File: src/twc_pkg.sv
package twc_pkg;
// ==========================================================
// How it works
// - Opcode 0Ah six-byte block starts a write.
// - Byte 1 bit 0 selects fixed mode.
// - Bytes 2-4 count bytes or blocks.
// - Zero length writes nothing, good status.
// - Fixed blocks use configured block size.
// - Buffered data held until motion threshold.
// - Buffered status returned before tape recording.
// - Full buffer disconnects; reconnect at threshold.
// - No-disconnect caps one write at 160 KBytes.
// - Non-buffered good status once tape holds all.
// - Logical end warning forces non-buffered operation.
// - Write mode from write until leaving commands.
// - Button locked in write mode with data.
// - Variable length outside limits: illegal request.
// - Fixed bit against configured mode: illegal request.
// - End warning: finish block, end-of-medium, no sense.
// - Fixed end warning information: blocks unwritten.
// - Variable physical end: flags, overflow when buffered.
// - Fixed physical end: flags, key by buffer.
// - Bad tape position: illegal request.
// - Write protected: data protect, protect flag.
// - Failed read-back rewrites block elsewhere.
// - Twelve failed attempts: medium error, retries exhausted.
// - 18 consecutive failed blocks: medium error.
// - Cartridge not loaded: not ready.

// ==========================================================
// Command block layout
localparam int CDB_OP_BYTE = 0;
localparam int CDB_FLAG_BYTE = 1;
localparam int CDB_LEN_HI = 2;
localparam int CDB_LEN_MID = 3;
localparam int CDB_LEN_LO = 4;
localparam int FIXED_BIT = 0;
localparam logic [7:0] WRITE_OPCODE = 8'h0a;

// ==========================================================
// Sense keys
localparam logic [3:0] KEY_NO_SENSE = 4'h0;
localparam logic [3:0] KEY_NOT_READY = 4'h2;
localparam logic [3:0] KEY_MEDIUM = 4'h3;
localparam logic [3:0] KEY_ILLEGAL = 4'h5;
localparam logic [3:0] KEY_PROTECT = 4'h7;
localparam logic [3:0] KEY_OVERFLOW = 4'hd;

// ==========================================================
// Sizes and limits
localparam logic [23:0] MOTION_THR_DEFAULT = 24'h020000;
localparam logic [47:0] NODISC_MAX_BYTES = 48'h000000028000;
localparam logic [23:0] BUF_CAP_BYTES = 24'h040000;
localparam logic [3:0] RETRY_LIMIT = 4'hc;
localparam logic [4:0] CONSEC_LIMIT = 5'h12;
localparam int FIFO_WIDTH = 8;
localparam int FIFO_DEPTH = 2;

// ==========================================================
// Types
typedef logic [5:0][7:0] twc_cdb_type;

typedef enum logic [1:0] {PH_IDLE, PH_XFER, PH_WAIT, PH_RESP} twc_phase_type;

typedef struct packed {
   logic valid;
   logic end_of_medium_flag;
   logic physical_end_of_tape;
   logic wp;
   logic med_err;
   logic retry_exh;
   logic [3:0] key;
   logic [23:0] info;
} twc_sense_type;

typedef struct packed {
   logic not_ready;
   logic protect;
   logic pos_ok;
   logic logical_end_warning;
   logic physical_end_of_tape;
} twc_media_type;

typedef struct packed {
   logic fixed;
   logic buffered;
   logic no_disc;
   logic [23:0] block_size;
   logic [23:0] min_len;
   logic [23:0] max_len;
   logic [23:0] motion_thr;
   logic [23:0] reconn_thr;
} twc_cfg_type;

typedef struct packed {
   twc_phase_type phase;
   logic fixed;
   logic buffered;
   logic logical_end_warning_hold;
   logic [23:0] len;
   logic [23:0] blk_len;
   logic [23:0] nblk;
   logic [23:0] byte_in_blk;
   logic [23:0] blks_in;
   logic [23:0] byte_tape_blk;
   logic [23:0] blks_tape;
   logic [23:0] level;
   logic drain;
   logic disc;
   logic take_en;
   logic wmode;
   logic btn_en;
   logic [3:0] retry;
   logic [4:0] consec;
   logic rewrite;
   logic stat_v;
   logic check;
   twc_sense_type sense;
} twc_state_type;

localparam twc_state_type STATE_RESET = '{phase: PH_IDLE, btn_en: 1'b1, default: '0};

endpackage

File: src/twc_fifo.sv
`timescale 1ns/1ps
module twc_fifo
   import twc_pkg::*;
#(
   parameter int WIDTH = FIFO_WIDTH,
   parameter int DEPTH = FIFO_DEPTH
) (
   input wire logic core_clk,
   input wire logic rst_b,
   input wire logic s_valid,
   input wire logic [WIDTH-1:0] s_data,
   output logic s_ready,
   output logic m_valid,
   output logic [WIDTH-1:0] m_data,
   input wire logic m_ready
);

localparam int CW = $clog2(DEPTH + 1);

typedef struct packed {
   logic [DEPTH-1:0][WIDTH-1:0] mem;
   logic [CW-1:0] cnt;
   logic rdy;
   logic vld;
} twc_fifo_state_type;

twc_fifo_state_type f_q, f_d;
logic push;
logic pop;

assign push = s_valid && f_q.rdy;
assign pop = f_q.vld && m_ready;

// Head always sits in entry 0 so the output is a plain flop
always_comb begin
   f_d = f_q;
   if (pop) begin
      for (int i = 0; i < DEPTH - 1; i++) begin
         f_d.mem[i] = f_q.mem[i + 1];
      end
   end
   if (push) begin
      f_d.mem[f_q.cnt - CW'(pop)] = s_data;
   end
   f_d.cnt = f_q.cnt + CW'(push) - CW'(pop);
   f_d.rdy = f_d.cnt != CW'(DEPTH);
   f_d.vld = f_d.cnt != '0;
end

always_ff @(posedge core_clk or negedge rst_b) begin
   if (!rst_b) begin
      f_q <= '0;
   end else begin
      f_q <= f_d;
   end
end

assign s_ready = f_q.rdy;
assign m_valid = f_q.vld;
assign m_data = f_q.mem[0];

endmodule

File: src/twc_write_cmd.sv
`timescale 1ns/1ps
module twc_write_cmd
   import twc_pkg::*;
(
   input wire logic core_clk,
   input wire logic rst_b,
   input wire logic cmd_valid,
   input wire twc_cdb_type cmd_cdb,
   input wire twc_cfg_type cfg,
   input wire twc_media_type media,
   input wire logic leave_write,
   input wire logic in_valid,
   input wire logic [7:0] in_data,
   output logic in_ready,
   output logic xfer_active,
   output logic buf_wr_valid,
   output logic [7:0] buf_wr_data,
   input wire logic buf_wr_ready,
   input wire logic tape_byte,
   input wire logic pblk_done,
   input wire logic pblk_ok,
   output logic tape_go,
   output logic rewrite_req,
   output logic disconnect,
   output logic write_mode,
   output logic button_enable,
   output logic status_valid,
   output logic status_check,
   output twc_sense_type sense
);

// ==========================================================
// Command decode
twc_state_type s_q, s_d;
logic is_write;
logic fixed_req;
logic [23:0] req_len;
logic [47:0] req_bytes;
logic err_nr;
logic err_wp;
logic err_pos;
logic err_mode;
logic err_lim;
logic err_nd;
logic active;
logic fifo_in_valid;
logic take;
logic fail_ev;
logic retry_out;
logic consec_out;
logic blk_end_in;
logic [23:0] info_diff;
logic [23:0] motion_thr;

assign is_write = cmd_valid && s_q.phase == PH_IDLE
   && cmd_cdb[CDB_OP_BYTE] == WRITE_OPCODE;
assign fixed_req = cmd_cdb[CDB_FLAG_BYTE][FIXED_BIT];
assign req_len = {cmd_cdb[CDB_LEN_HI], cmd_cdb[CDB_LEN_MID], cmd_cdb[CDB_LEN_LO]};
assign req_bytes = fixed_req ? req_len * cfg.block_size : {24'h000000, req_len};

assign err_nr = media.not_ready;
assign err_wp = media.protect;
assign err_pos = !media.pos_ok;
assign err_mode = fixed_req != cfg.fixed;
// Zero length is never a limit violation
assign err_lim = !fixed_req && req_len != 24'h000000
   && (req_len < cfg.min_len || req_len > cfg.max_len);
assign err_nd = cfg.no_disc && req_bytes > NODISC_MAX_BYTES;

assign active = s_q.phase == PH_XFER || s_q.phase == PH_WAIT;
assign fifo_in_valid = in_valid && s_q.take_en;
assign take = fifo_in_valid && in_ready;
assign blk_end_in = take && s_q.byte_in_blk == s_q.blk_len - 24'h000001;

assign fail_ev = pblk_done && !pblk_ok;
assign retry_out = fail_ev && s_q.retry == RETRY_LIMIT - 4'h1;
assign consec_out = fail_ev && s_q.retry == 4'h0
   && s_q.consec == CONSEC_LIMIT - 5'h01;

// Counts only tape progress seen during this command
assign info_diff = s_q.fixed ? s_q.nblk - s_q.blks_tape
   : s_q.len - s_q.byte_tape_blk;
// A zero threshold means software left the default
assign motion_thr = cfg.motion_thr == 24'h000000 ? MOTION_THR_DEFAULT
   : cfg.motion_thr;

// ==========================================================
// Data path buffer
twc_fifo #(
   .WIDTH(FIFO_WIDTH),
   .DEPTH(FIFO_DEPTH)
) u_fifo (
   .core_clk(core_clk),
   .rst_b(rst_b),
   .s_valid(fifo_in_valid),
   .s_data(in_data),
   .s_ready(in_ready),
   .m_valid(buf_wr_valid),
   .m_data(buf_wr_data),
   .m_ready(buf_wr_ready)
);

// ==========================================================
// Next state
always_comb begin
   s_d = s_q;
   s_d.stat_v = 1'b0;
   s_d.rewrite = 1'b0;
   s_d.level = s_q.level + {23'h000000, take} - {23'h000000, tape_byte};

   // Tape side progress, in bytes and blocks
   if (tape_byte && active) begin
      if (s_q.fixed && s_q.byte_tape_blk == s_q.blk_len - 24'h000001) begin
         s_d.byte_tape_blk = 24'h000000;
         s_d.blks_tape = s_q.blks_tape + 24'h000001;
      end else begin
         s_d.byte_tape_blk = s_q.byte_tape_blk + 24'h000001;
      end
   end

   // Read-back verdict per physical block
   if (pblk_done) begin
      if (pblk_ok) begin
         if (s_q.retry == 4'h0) begin
            s_d.consec = 5'h00;
         end
         s_d.retry = 4'h0;
      end else begin
         s_d.rewrite = 1'b1;
         s_d.retry = s_q.retry + 4'h1;
         if (s_q.retry == 4'h0) begin
            s_d.consec = s_q.consec + 5'h01;
         end
      end
   end
   if (retry_out || consec_out) begin
      s_d.retry = 4'h0;
      s_d.consec = 5'h00;
   end

   // Clear first, so a write arriving together still sets it
   if (leave_write) begin
      s_d.wmode = 1'b0;
   end

   case (s_q.phase)
      PH_IDLE: begin
         if (is_write) begin
            s_d.sense = '0;
            if (err_nr) begin
               s_d.stat_v = 1'b1;
               s_d.check = 1'b1;
               s_d.sense.key = KEY_NOT_READY;
            end else if (err_wp) begin
               s_d.stat_v = 1'b1;
               s_d.check = 1'b1;
               s_d.sense.key = KEY_PROTECT;
               s_d.sense.wp = 1'b1;
            end else if (err_pos || err_mode || err_lim || err_nd) begin
               s_d.stat_v = 1'b1;
               s_d.check = 1'b1;
               s_d.sense.key = KEY_ILLEGAL;
            end else begin
               s_d.wmode = 1'b1;
               s_d.fixed = fixed_req;
               s_d.buffered = cfg.buffered;
               s_d.logical_end_warning_hold = 1'b0;
               s_d.len = req_len;
               s_d.blk_len = fixed_req ? cfg.block_size : req_len;
               s_d.nblk = fixed_req ? req_len : 24'h000001;
               s_d.byte_in_blk = 24'h000000;
               s_d.blks_in = 24'h000000;
               s_d.byte_tape_blk = 24'h000000;
               s_d.blks_tape = 24'h000000;
               if (req_len == 24'h000000) begin
                  s_d.stat_v = 1'b1;
                  s_d.check = 1'b0;
               end else begin
                  s_d.phase = PH_XFER;
               end
            end
         end
      end
      PH_XFER: begin
         if (media.logical_end_warning) begin
            s_d.buffered = 1'b0;
            s_d.logical_end_warning_hold = 1'b1;
         end
         if (blk_end_in) begin
            s_d.byte_in_blk = 24'h000000;
            s_d.blks_in = s_q.blks_in + 24'h000001;
            // Stop at the block boundary once the warning is seen
            if (s_d.blks_in == s_q.nblk || s_d.logical_end_warning_hold) begin
               s_d.phase = PH_WAIT;
            end
         end else if (take) begin
            s_d.byte_in_blk = s_q.byte_in_blk + 24'h000001;
         end
      end
      PH_WAIT: begin
         if (media.logical_end_warning) begin
            s_d.buffered = 1'b0;
            s_d.logical_end_warning_hold = 1'b1;
         end
         if (s_d.buffered) begin
            s_d.stat_v = 1'b1;
            s_d.check = 1'b0;
            s_d.phase = PH_IDLE;
         end else if (s_q.level == 24'h000000) begin
            s_d.stat_v = 1'b1;
            s_d.check = s_d.logical_end_warning_hold;
            s_d.sense = '0;
            s_d.sense.end_of_medium_flag = s_d.logical_end_warning_hold;
            s_d.sense.valid = s_d.logical_end_warning_hold && s_q.fixed;
            s_d.sense.key = KEY_NO_SENSE;
            s_d.sense.info = (s_d.logical_end_warning_hold && s_q.fixed) ? info_diff
               : 24'h000000;
            s_d.phase = PH_IDLE;
         end
      end
      default: begin
         s_d.phase = PH_IDLE;
      end
   endcase

   // Aborts override normal completion
   if (active) begin
      if (media.physical_end_of_tape) begin
         s_d.stat_v = 1'b1;
         s_d.check = 1'b1;
         s_d.sense = '0;
         s_d.sense.valid = 1'b1;
         s_d.sense.end_of_medium_flag = 1'b1;
         s_d.sense.physical_end_of_tape = 1'b1;
         s_d.sense.key = s_q.level != 24'h000000 ? KEY_OVERFLOW : KEY_NO_SENSE;
         s_d.sense.info = (s_q.level != 24'h000000 || !s_q.fixed) ? info_diff
            : 24'h000000;
         s_d.phase = PH_IDLE;
      end else if (retry_out || consec_out) begin
         s_d.stat_v = 1'b1;
         s_d.check = 1'b1;
         s_d.sense = '0;
         s_d.sense.valid = 1'b1;
         s_d.sense.med_err = 1'b1;
         s_d.sense.retry_exh = retry_out;
         s_d.sense.key = KEY_MEDIUM;
         s_d.sense.info = info_diff;
         s_d.phase = PH_IDLE;
      end
   end

   // Motion: hold below threshold while buffered, then empty it
   if (s_q.level == 24'h000000) begin
      s_d.drain = 1'b0;
   end else if (!s_q.buffered || s_q.level >= motion_thr) begin
      s_d.drain = 1'b1;
   end

   // Full buffer stops the host until space reaches the threshold
   if (s_d.level >= BUF_CAP_BYTES) begin
      s_d.disc = 1'b1;
   end else if (s_q.disc && BUF_CAP_BYTES - s_d.level >= cfg.reconn_thr) begin
      s_d.disc = 1'b0;
   end
   s_d.take_en = s_d.phase == PH_XFER && !s_d.disc;

   // Button stays locked until write mode ends and tape holds all
   if (s_d.wmode && s_d.level != 24'h000000) begin
      s_d.btn_en = 1'b0;
   end else if (!s_d.wmode && s_d.level == 24'h000000) begin
      s_d.btn_en = 1'b1;
   end
end

always_ff @(posedge core_clk or negedge rst_b) begin
   if (!rst_b) begin
      s_q <= STATE_RESET;
   end else begin
      s_q <= s_d;
   end
end

// ==========================================================
// Outputs
assign xfer_active = s_q.take_en;
assign tape_go = s_q.drain;
assign rewrite_req = s_q.rewrite;
assign disconnect = s_q.disc;
assign write_mode = s_q.wmode;
assign button_enable = s_q.btn_en;
assign status_valid = s_q.stat_v;
assign status_check = s_q.check;
assign sense = s_q.sense;
endmodule
File: config.mk
export PLATFORM = sky130hd
export DESIGN_NAME = twc_write_cmd
export DESIGN_NICKNAME = d
export VERILOG_FILES = /design/src/twc_pkg.sv /design/src/twc_fifo.sv /design/src/twc_write_cmd.sv
export SDC_FILE = /design/constraint.sdc
export NUM_CORES = 2
export LEC_CHECK = 0
export ABC_AREA = 1
export BUFFER_PORTS_ARGS = -buffer_cell sky130_fd_sc_hd__clkbuf_2
export CAP_MARGIN = 25
export CELL_PAD_IN_SITES_DETAIL_PLACEMENT = 1
export CELL_PAD_IN_SITES_GLOBAL_PLACEMENT = 1
export CORE_MARGIN = 1.5
export CORE_UTILIZATION = 40
export CTS_CLUSTER_SIZE = 24
export DETAILED_ROUTE_END_ITERATION = 16
export GPL_ROUTABILITY_DRIVEN = 1
export PLACE_DENSITY_LB_ADDON = 0.1
export SLEW_MARGIN = 10
export SYNTH_ARGS = -nofsm -noshare
export SYNTH_HDL_FRONTEND = slang
export SYNTH_SLANG_ARGS = --single-unit
File: constraint.sdc
create_clock -name core_clk -period 11.76 [get_ports core_clk]
set_input_delay 0.588 -clock core_clk [delete_from_list [all_inputs] [get_ports core_clk]]
set_output_delay 0.588 -clock core_clk [all_outputs]
set_load 0.005 [all_outputs]
==> flow_summary.yaml <==
sta:
  setup_violations: 0
  clock_skew_ps: 23.4
  slew_headroom_pct: 30.9
  max_clock_freq_mhz: 111
  rsz0062_at_grt: "no"
  hold_viol_final: 9
  tightest_slew_ps: 1040
  holdWs_ps: -34.4
  period_share_pct: 76.6
  setup_tns_ps: 0
  fin_crit_ps: 9010
  drv_slew: 0
synthesis:
  syn-num-nets: 7142
  ys.flop_type: "dfrtp_1"
  yosysSeqAreaShare_pct: 15.6
  netlist_area_sq_mm: 0.0430
  synthArstFlopShare_pct: 100
  synthCells: 6095
  synth_area_per_cell_sq_um: 7.06
  synth_edf_count: 0
  ys_ff_latch: 268
  ys_warn_count: 0
  synth_cell_type_count: 69
route:
  firstDrtPassIters: 5
  drt_first_iter_violations: 1833
  post_drt_wl_per_cell_microns: 19.6
  vias_per_cell: 5.09
  routed_wl_microns: 149000
  vias: 38600
  drc: 0
  ant_nets: 0
place:
  gp_congestion: 0.919
  port_buffers: 229
  dp_hpwl_microns: 122000
clocking:
  postCtsSetupRepairBufs: 0
  hold_buffers: 0
  cts_resized: 0
  htreeDepth: 2
  clockBufferDepth: 3
  cts_tree: "built"
  clkLatencyLatePin_ps: 570
  numCtsBuffers: 35
  cts_root_buffer: "clkbuf_16"
  path_clk_slew_ps: 60
  clock_sinks: 268
grt:
  grt_overflow: 0
  grt_max_degree: 124
  track_usage_pct: 27.9
  grt_pass1_wl_microns: 237000
  grt_antenna_before_repair: 6
  grt_pass1_vias: 41900
setup_path:
  path_depth: 37
  r2r-start: "xfer_active"
  reg2reg_to: "xfer_active"
  startpoint_type: "primary input"
  path_delay_family: "adder cells"
  path_buf_inv: 10
  cp_data_arrival_time_ps: 9400
  r2r_cells: 29
  path_max_fanout: 46
  critPathRequiredTime_ps: 12150
  critPathSlowestCell: "clkinv_2"
  cpMostUsedCell: "nand2_1"
  slowest_delay_ps: 640
  crit_path_end_kind: "flop"
  worstSetupPathType: "in -> reg"
  r2r_setup_slack_ps: 5040
finish:
  syn2layout_area_growth_pct: 7.59
  drive_gt1_share_pct: 6.86
  multiInputGateArea_sq_mm: 0.0297
  final_nets: 7206
  fill_cells: 13800
  seqCellArea_sq_mm: 0.00671
floorplanning:
  die_h_microns: 331
  coreArea_sq_mm: 0.107
  die_w_microns: 331
  start_util_pct: 40.2
  die_area_sq_mm: 0.110
  rows: 120
  io_pins: 245
outcome:
  violations: "hold timing"
  status: "finished with violations"
run:
  cap_violations: 0
worst_hold_path:
  hp-class: "in -> async"
## registers in the layout, indices dropped and copies added (netlist names)
signal	count
button_enable	1
disconnect	1
rewrite_req	1
s_q	206
sense	34
status_check	1
status_valid	1
tape_go	1
u_fifo.f_q	10
u_fifo.m_data	8
u_fifo.m_valid	1
u_fifo.s_ready	1
write_mode	1
xfer_active	1
## cells in the final DEF (no fill, tap or decap), types with 5 or more instances in the layout
| cell type | synthesis | layout |
|---|---|---|
| a211oi_1 | 5 | 5 |
| a21o_1 | 10 | 10 |
| a21oi_1 | 200 | 200 |
| a21oi_2 | 5 | 5 |
| a31oi_1 | 21 | 21 |
| buf_4 | 48 | 40 |
| clkbuf_1 | 145 | 7 |
| clkbuf_16 | 0 | 36 |
| clkbuf_2 | 0 | 228 |
| clkbuf_8 | 0 | 6 |
| clkinv_1 | 5 | 5 |
| clkinv_2 | 1 | 7 |
| dfrtp_1 | 267 | 267 |
| fa_1 | 485 | 485 |
| ha_1 | 369 | 369 |
| inv_1 | 1422 | 1422 |
| inv_2 | 6 | 6 |
| mux2_2 | 8 | 8 |
| nand2_1 | 1642 | 1642 |
| nand2_2 | 15 | 15 |
| nand2_4 | 5 | 5 |
| nand3_1 | 224 | 224 |
| nand3_2 | 6 | 6 |
| nand3b_1 | 14 | 14 |
| nand4_1 | 75 | 75 |
| nor2_1 | 372 | 372 |
| nor2_2 | 12 | 12 |
| nor3_1 | 86 | 86 |
| nor3b_1 | 6 | 6 |
| nor4_1 | 37 | 37 |
| o211ai_1 | 22 | 22 |
| o21a_1 | 8 | 8 |
| o21ai_0 | 182 | 182 |
| o21ai_1 | 53 | 53 |
| o21bai_1 | 15 | 15 |
| o22ai_1 | 23 | 23 |
| or2_2 | 24 | 24 |
| xnor2_1 | 25 | 25 |
| xor2_1 | 147 | 147 |
## through the flow
| stage | utilization, % | std cells | setup WS (ps) | area (sq um) | hold slack, ps |
|---|---|---|---|---|---|
| after floorplan | - | 6095 | 4360 | 43000 | 292 |
| after global routing | 43.3 | 7588 | 2160 | 46300 | 24.5 |
| final | 43.3 | 7590 | 2750 | 46300 | -34.4 |
| after CTS | 43.3 | 7585 | 2770 | 46200 | 2.50 |
| after detailed placement | 42.2 | 7524 | 2220 | 45100 | 465 |
| after global placement | 42.1 | 7522 | 2330 | 45100 | 463 |
## cells by family after synthesis
kind of cell	after synthesis	share of synthesized area, %
buffers and inverters	1680	15.3
XOR/XNOR	173	3.54
flip-flops	268	15.6
AND/OR/NAND/NOR	2533	24.5
AO/OA/AOI/OAI	579	7.55
multiplexers	8	0.209
adder cells (fa/ha/maj)	854	33.3
## synth_stat cells (5+ instances only)
| cell | n | area, sq um |
|---|---|---|
| a31oi_1 | 21 | 131 |
| dfrtp_1 | 267 | 6680 |
| or2_2 | 24 | 150 |
| nand3_2 | 6 | 60.1 |
| inv_2 | 6 | 22.5 |
| buf_4 | 48 | 360 |
| nor3b_1 | 6 | 45.0 |
| nand2_4 | 5 | 56.3 |
| nand2_2 | 15 | 93.8 |
| fa_1 | 485 | 9710 |
| nand2_1 | 1642 | 6160 |
| nand3b_1 | 14 | 105 |
| a211oi_1 | 5 | 37.5 |
| o21a_1 | 8 | 60.1 |
| clkbuf_1 | 145 | 544 |
| buf_1 | 19 | 71.3 |
| nor2_2 | 12 | 75.1 |
| a21o_1 | 10 | 75.1 |
| a21oi_2 | 5 | 43.8 |
| nor2_1 | 372 | 1400 |
| nor3_1 | 86 | 430 |
| xor2_1 | 147 | 1290 |
| a21oi_1 | 200 | 1000 |
| ha_1 | 369 | 4620 |
| buf_6 | 7 | 78.8 |
| o21bai_1 | 15 | 113 |
| xnor2_1 | 25 | 219 |
| o21ai_0 | 182 | 911 |
| inv_1 | 1422 | 5340 |
| buf_2 | 24 | 120 |
| clkinv_1 | 5 | 18.8 |
| o22ai_1 | 23 | 144 |
| nand3_1 | 224 | 1120 |
| o211ai_1 | 22 | 165 |
| nand4_1 | 75 | 469 |
| mux2_2 | 8 | 90.1 |
| nor4_1 | 37 | 231 |
| o21ai_1 | 53 | 265 |
## routing by layer
layer / global-route usage [%] / up-vias / routed length (microns)
met3: 2.40 / 156 / 4930
li1: - / 18500 / -
met4: 6.80 / 0 / 3630
met1: 36.4 / 19400 / 67000
met2: 49.5 / 614 / 73500
met5: 0 / - / 0
## layout make-up
cell class / count / share of cell area, %
Sequential cell: 268 / 14.5
Multi-Input combinational cell: 4147 / 64.2
Tap cell: 1403 / 3.79
Timing Repair Buffer: 272 / 3.31
Clock buffer: 49 / 2.18
Antenna cell: 4 / 0.0216
Inverter: 1435 / 11.7
Clock inverter: 12 / 0.332
## how the worst max path moves through the flow
| stage | start | to | slack (ps) |
|---|---|---|---|
| after floorplan | cmd_cdb[20] | button_enable | 4360 |
| after global routing | cmd_cdb[25] | s_q[176] | 2160 |
| after detailed placement | cmd_cdb[25] | s_q[188] | 2220 |
| final | cmd_cdb[25] | s_q[175] | 2750 |
| after CTS | cmd_cdb[25] | s_q[188] | 2770 |
| after global placement | cmd_cdb[25] | s_q[202] | 2330 |
Power is not shown: default switching activity piles up to over one toggle a cycle in this logic, so the estimate is an artifact.
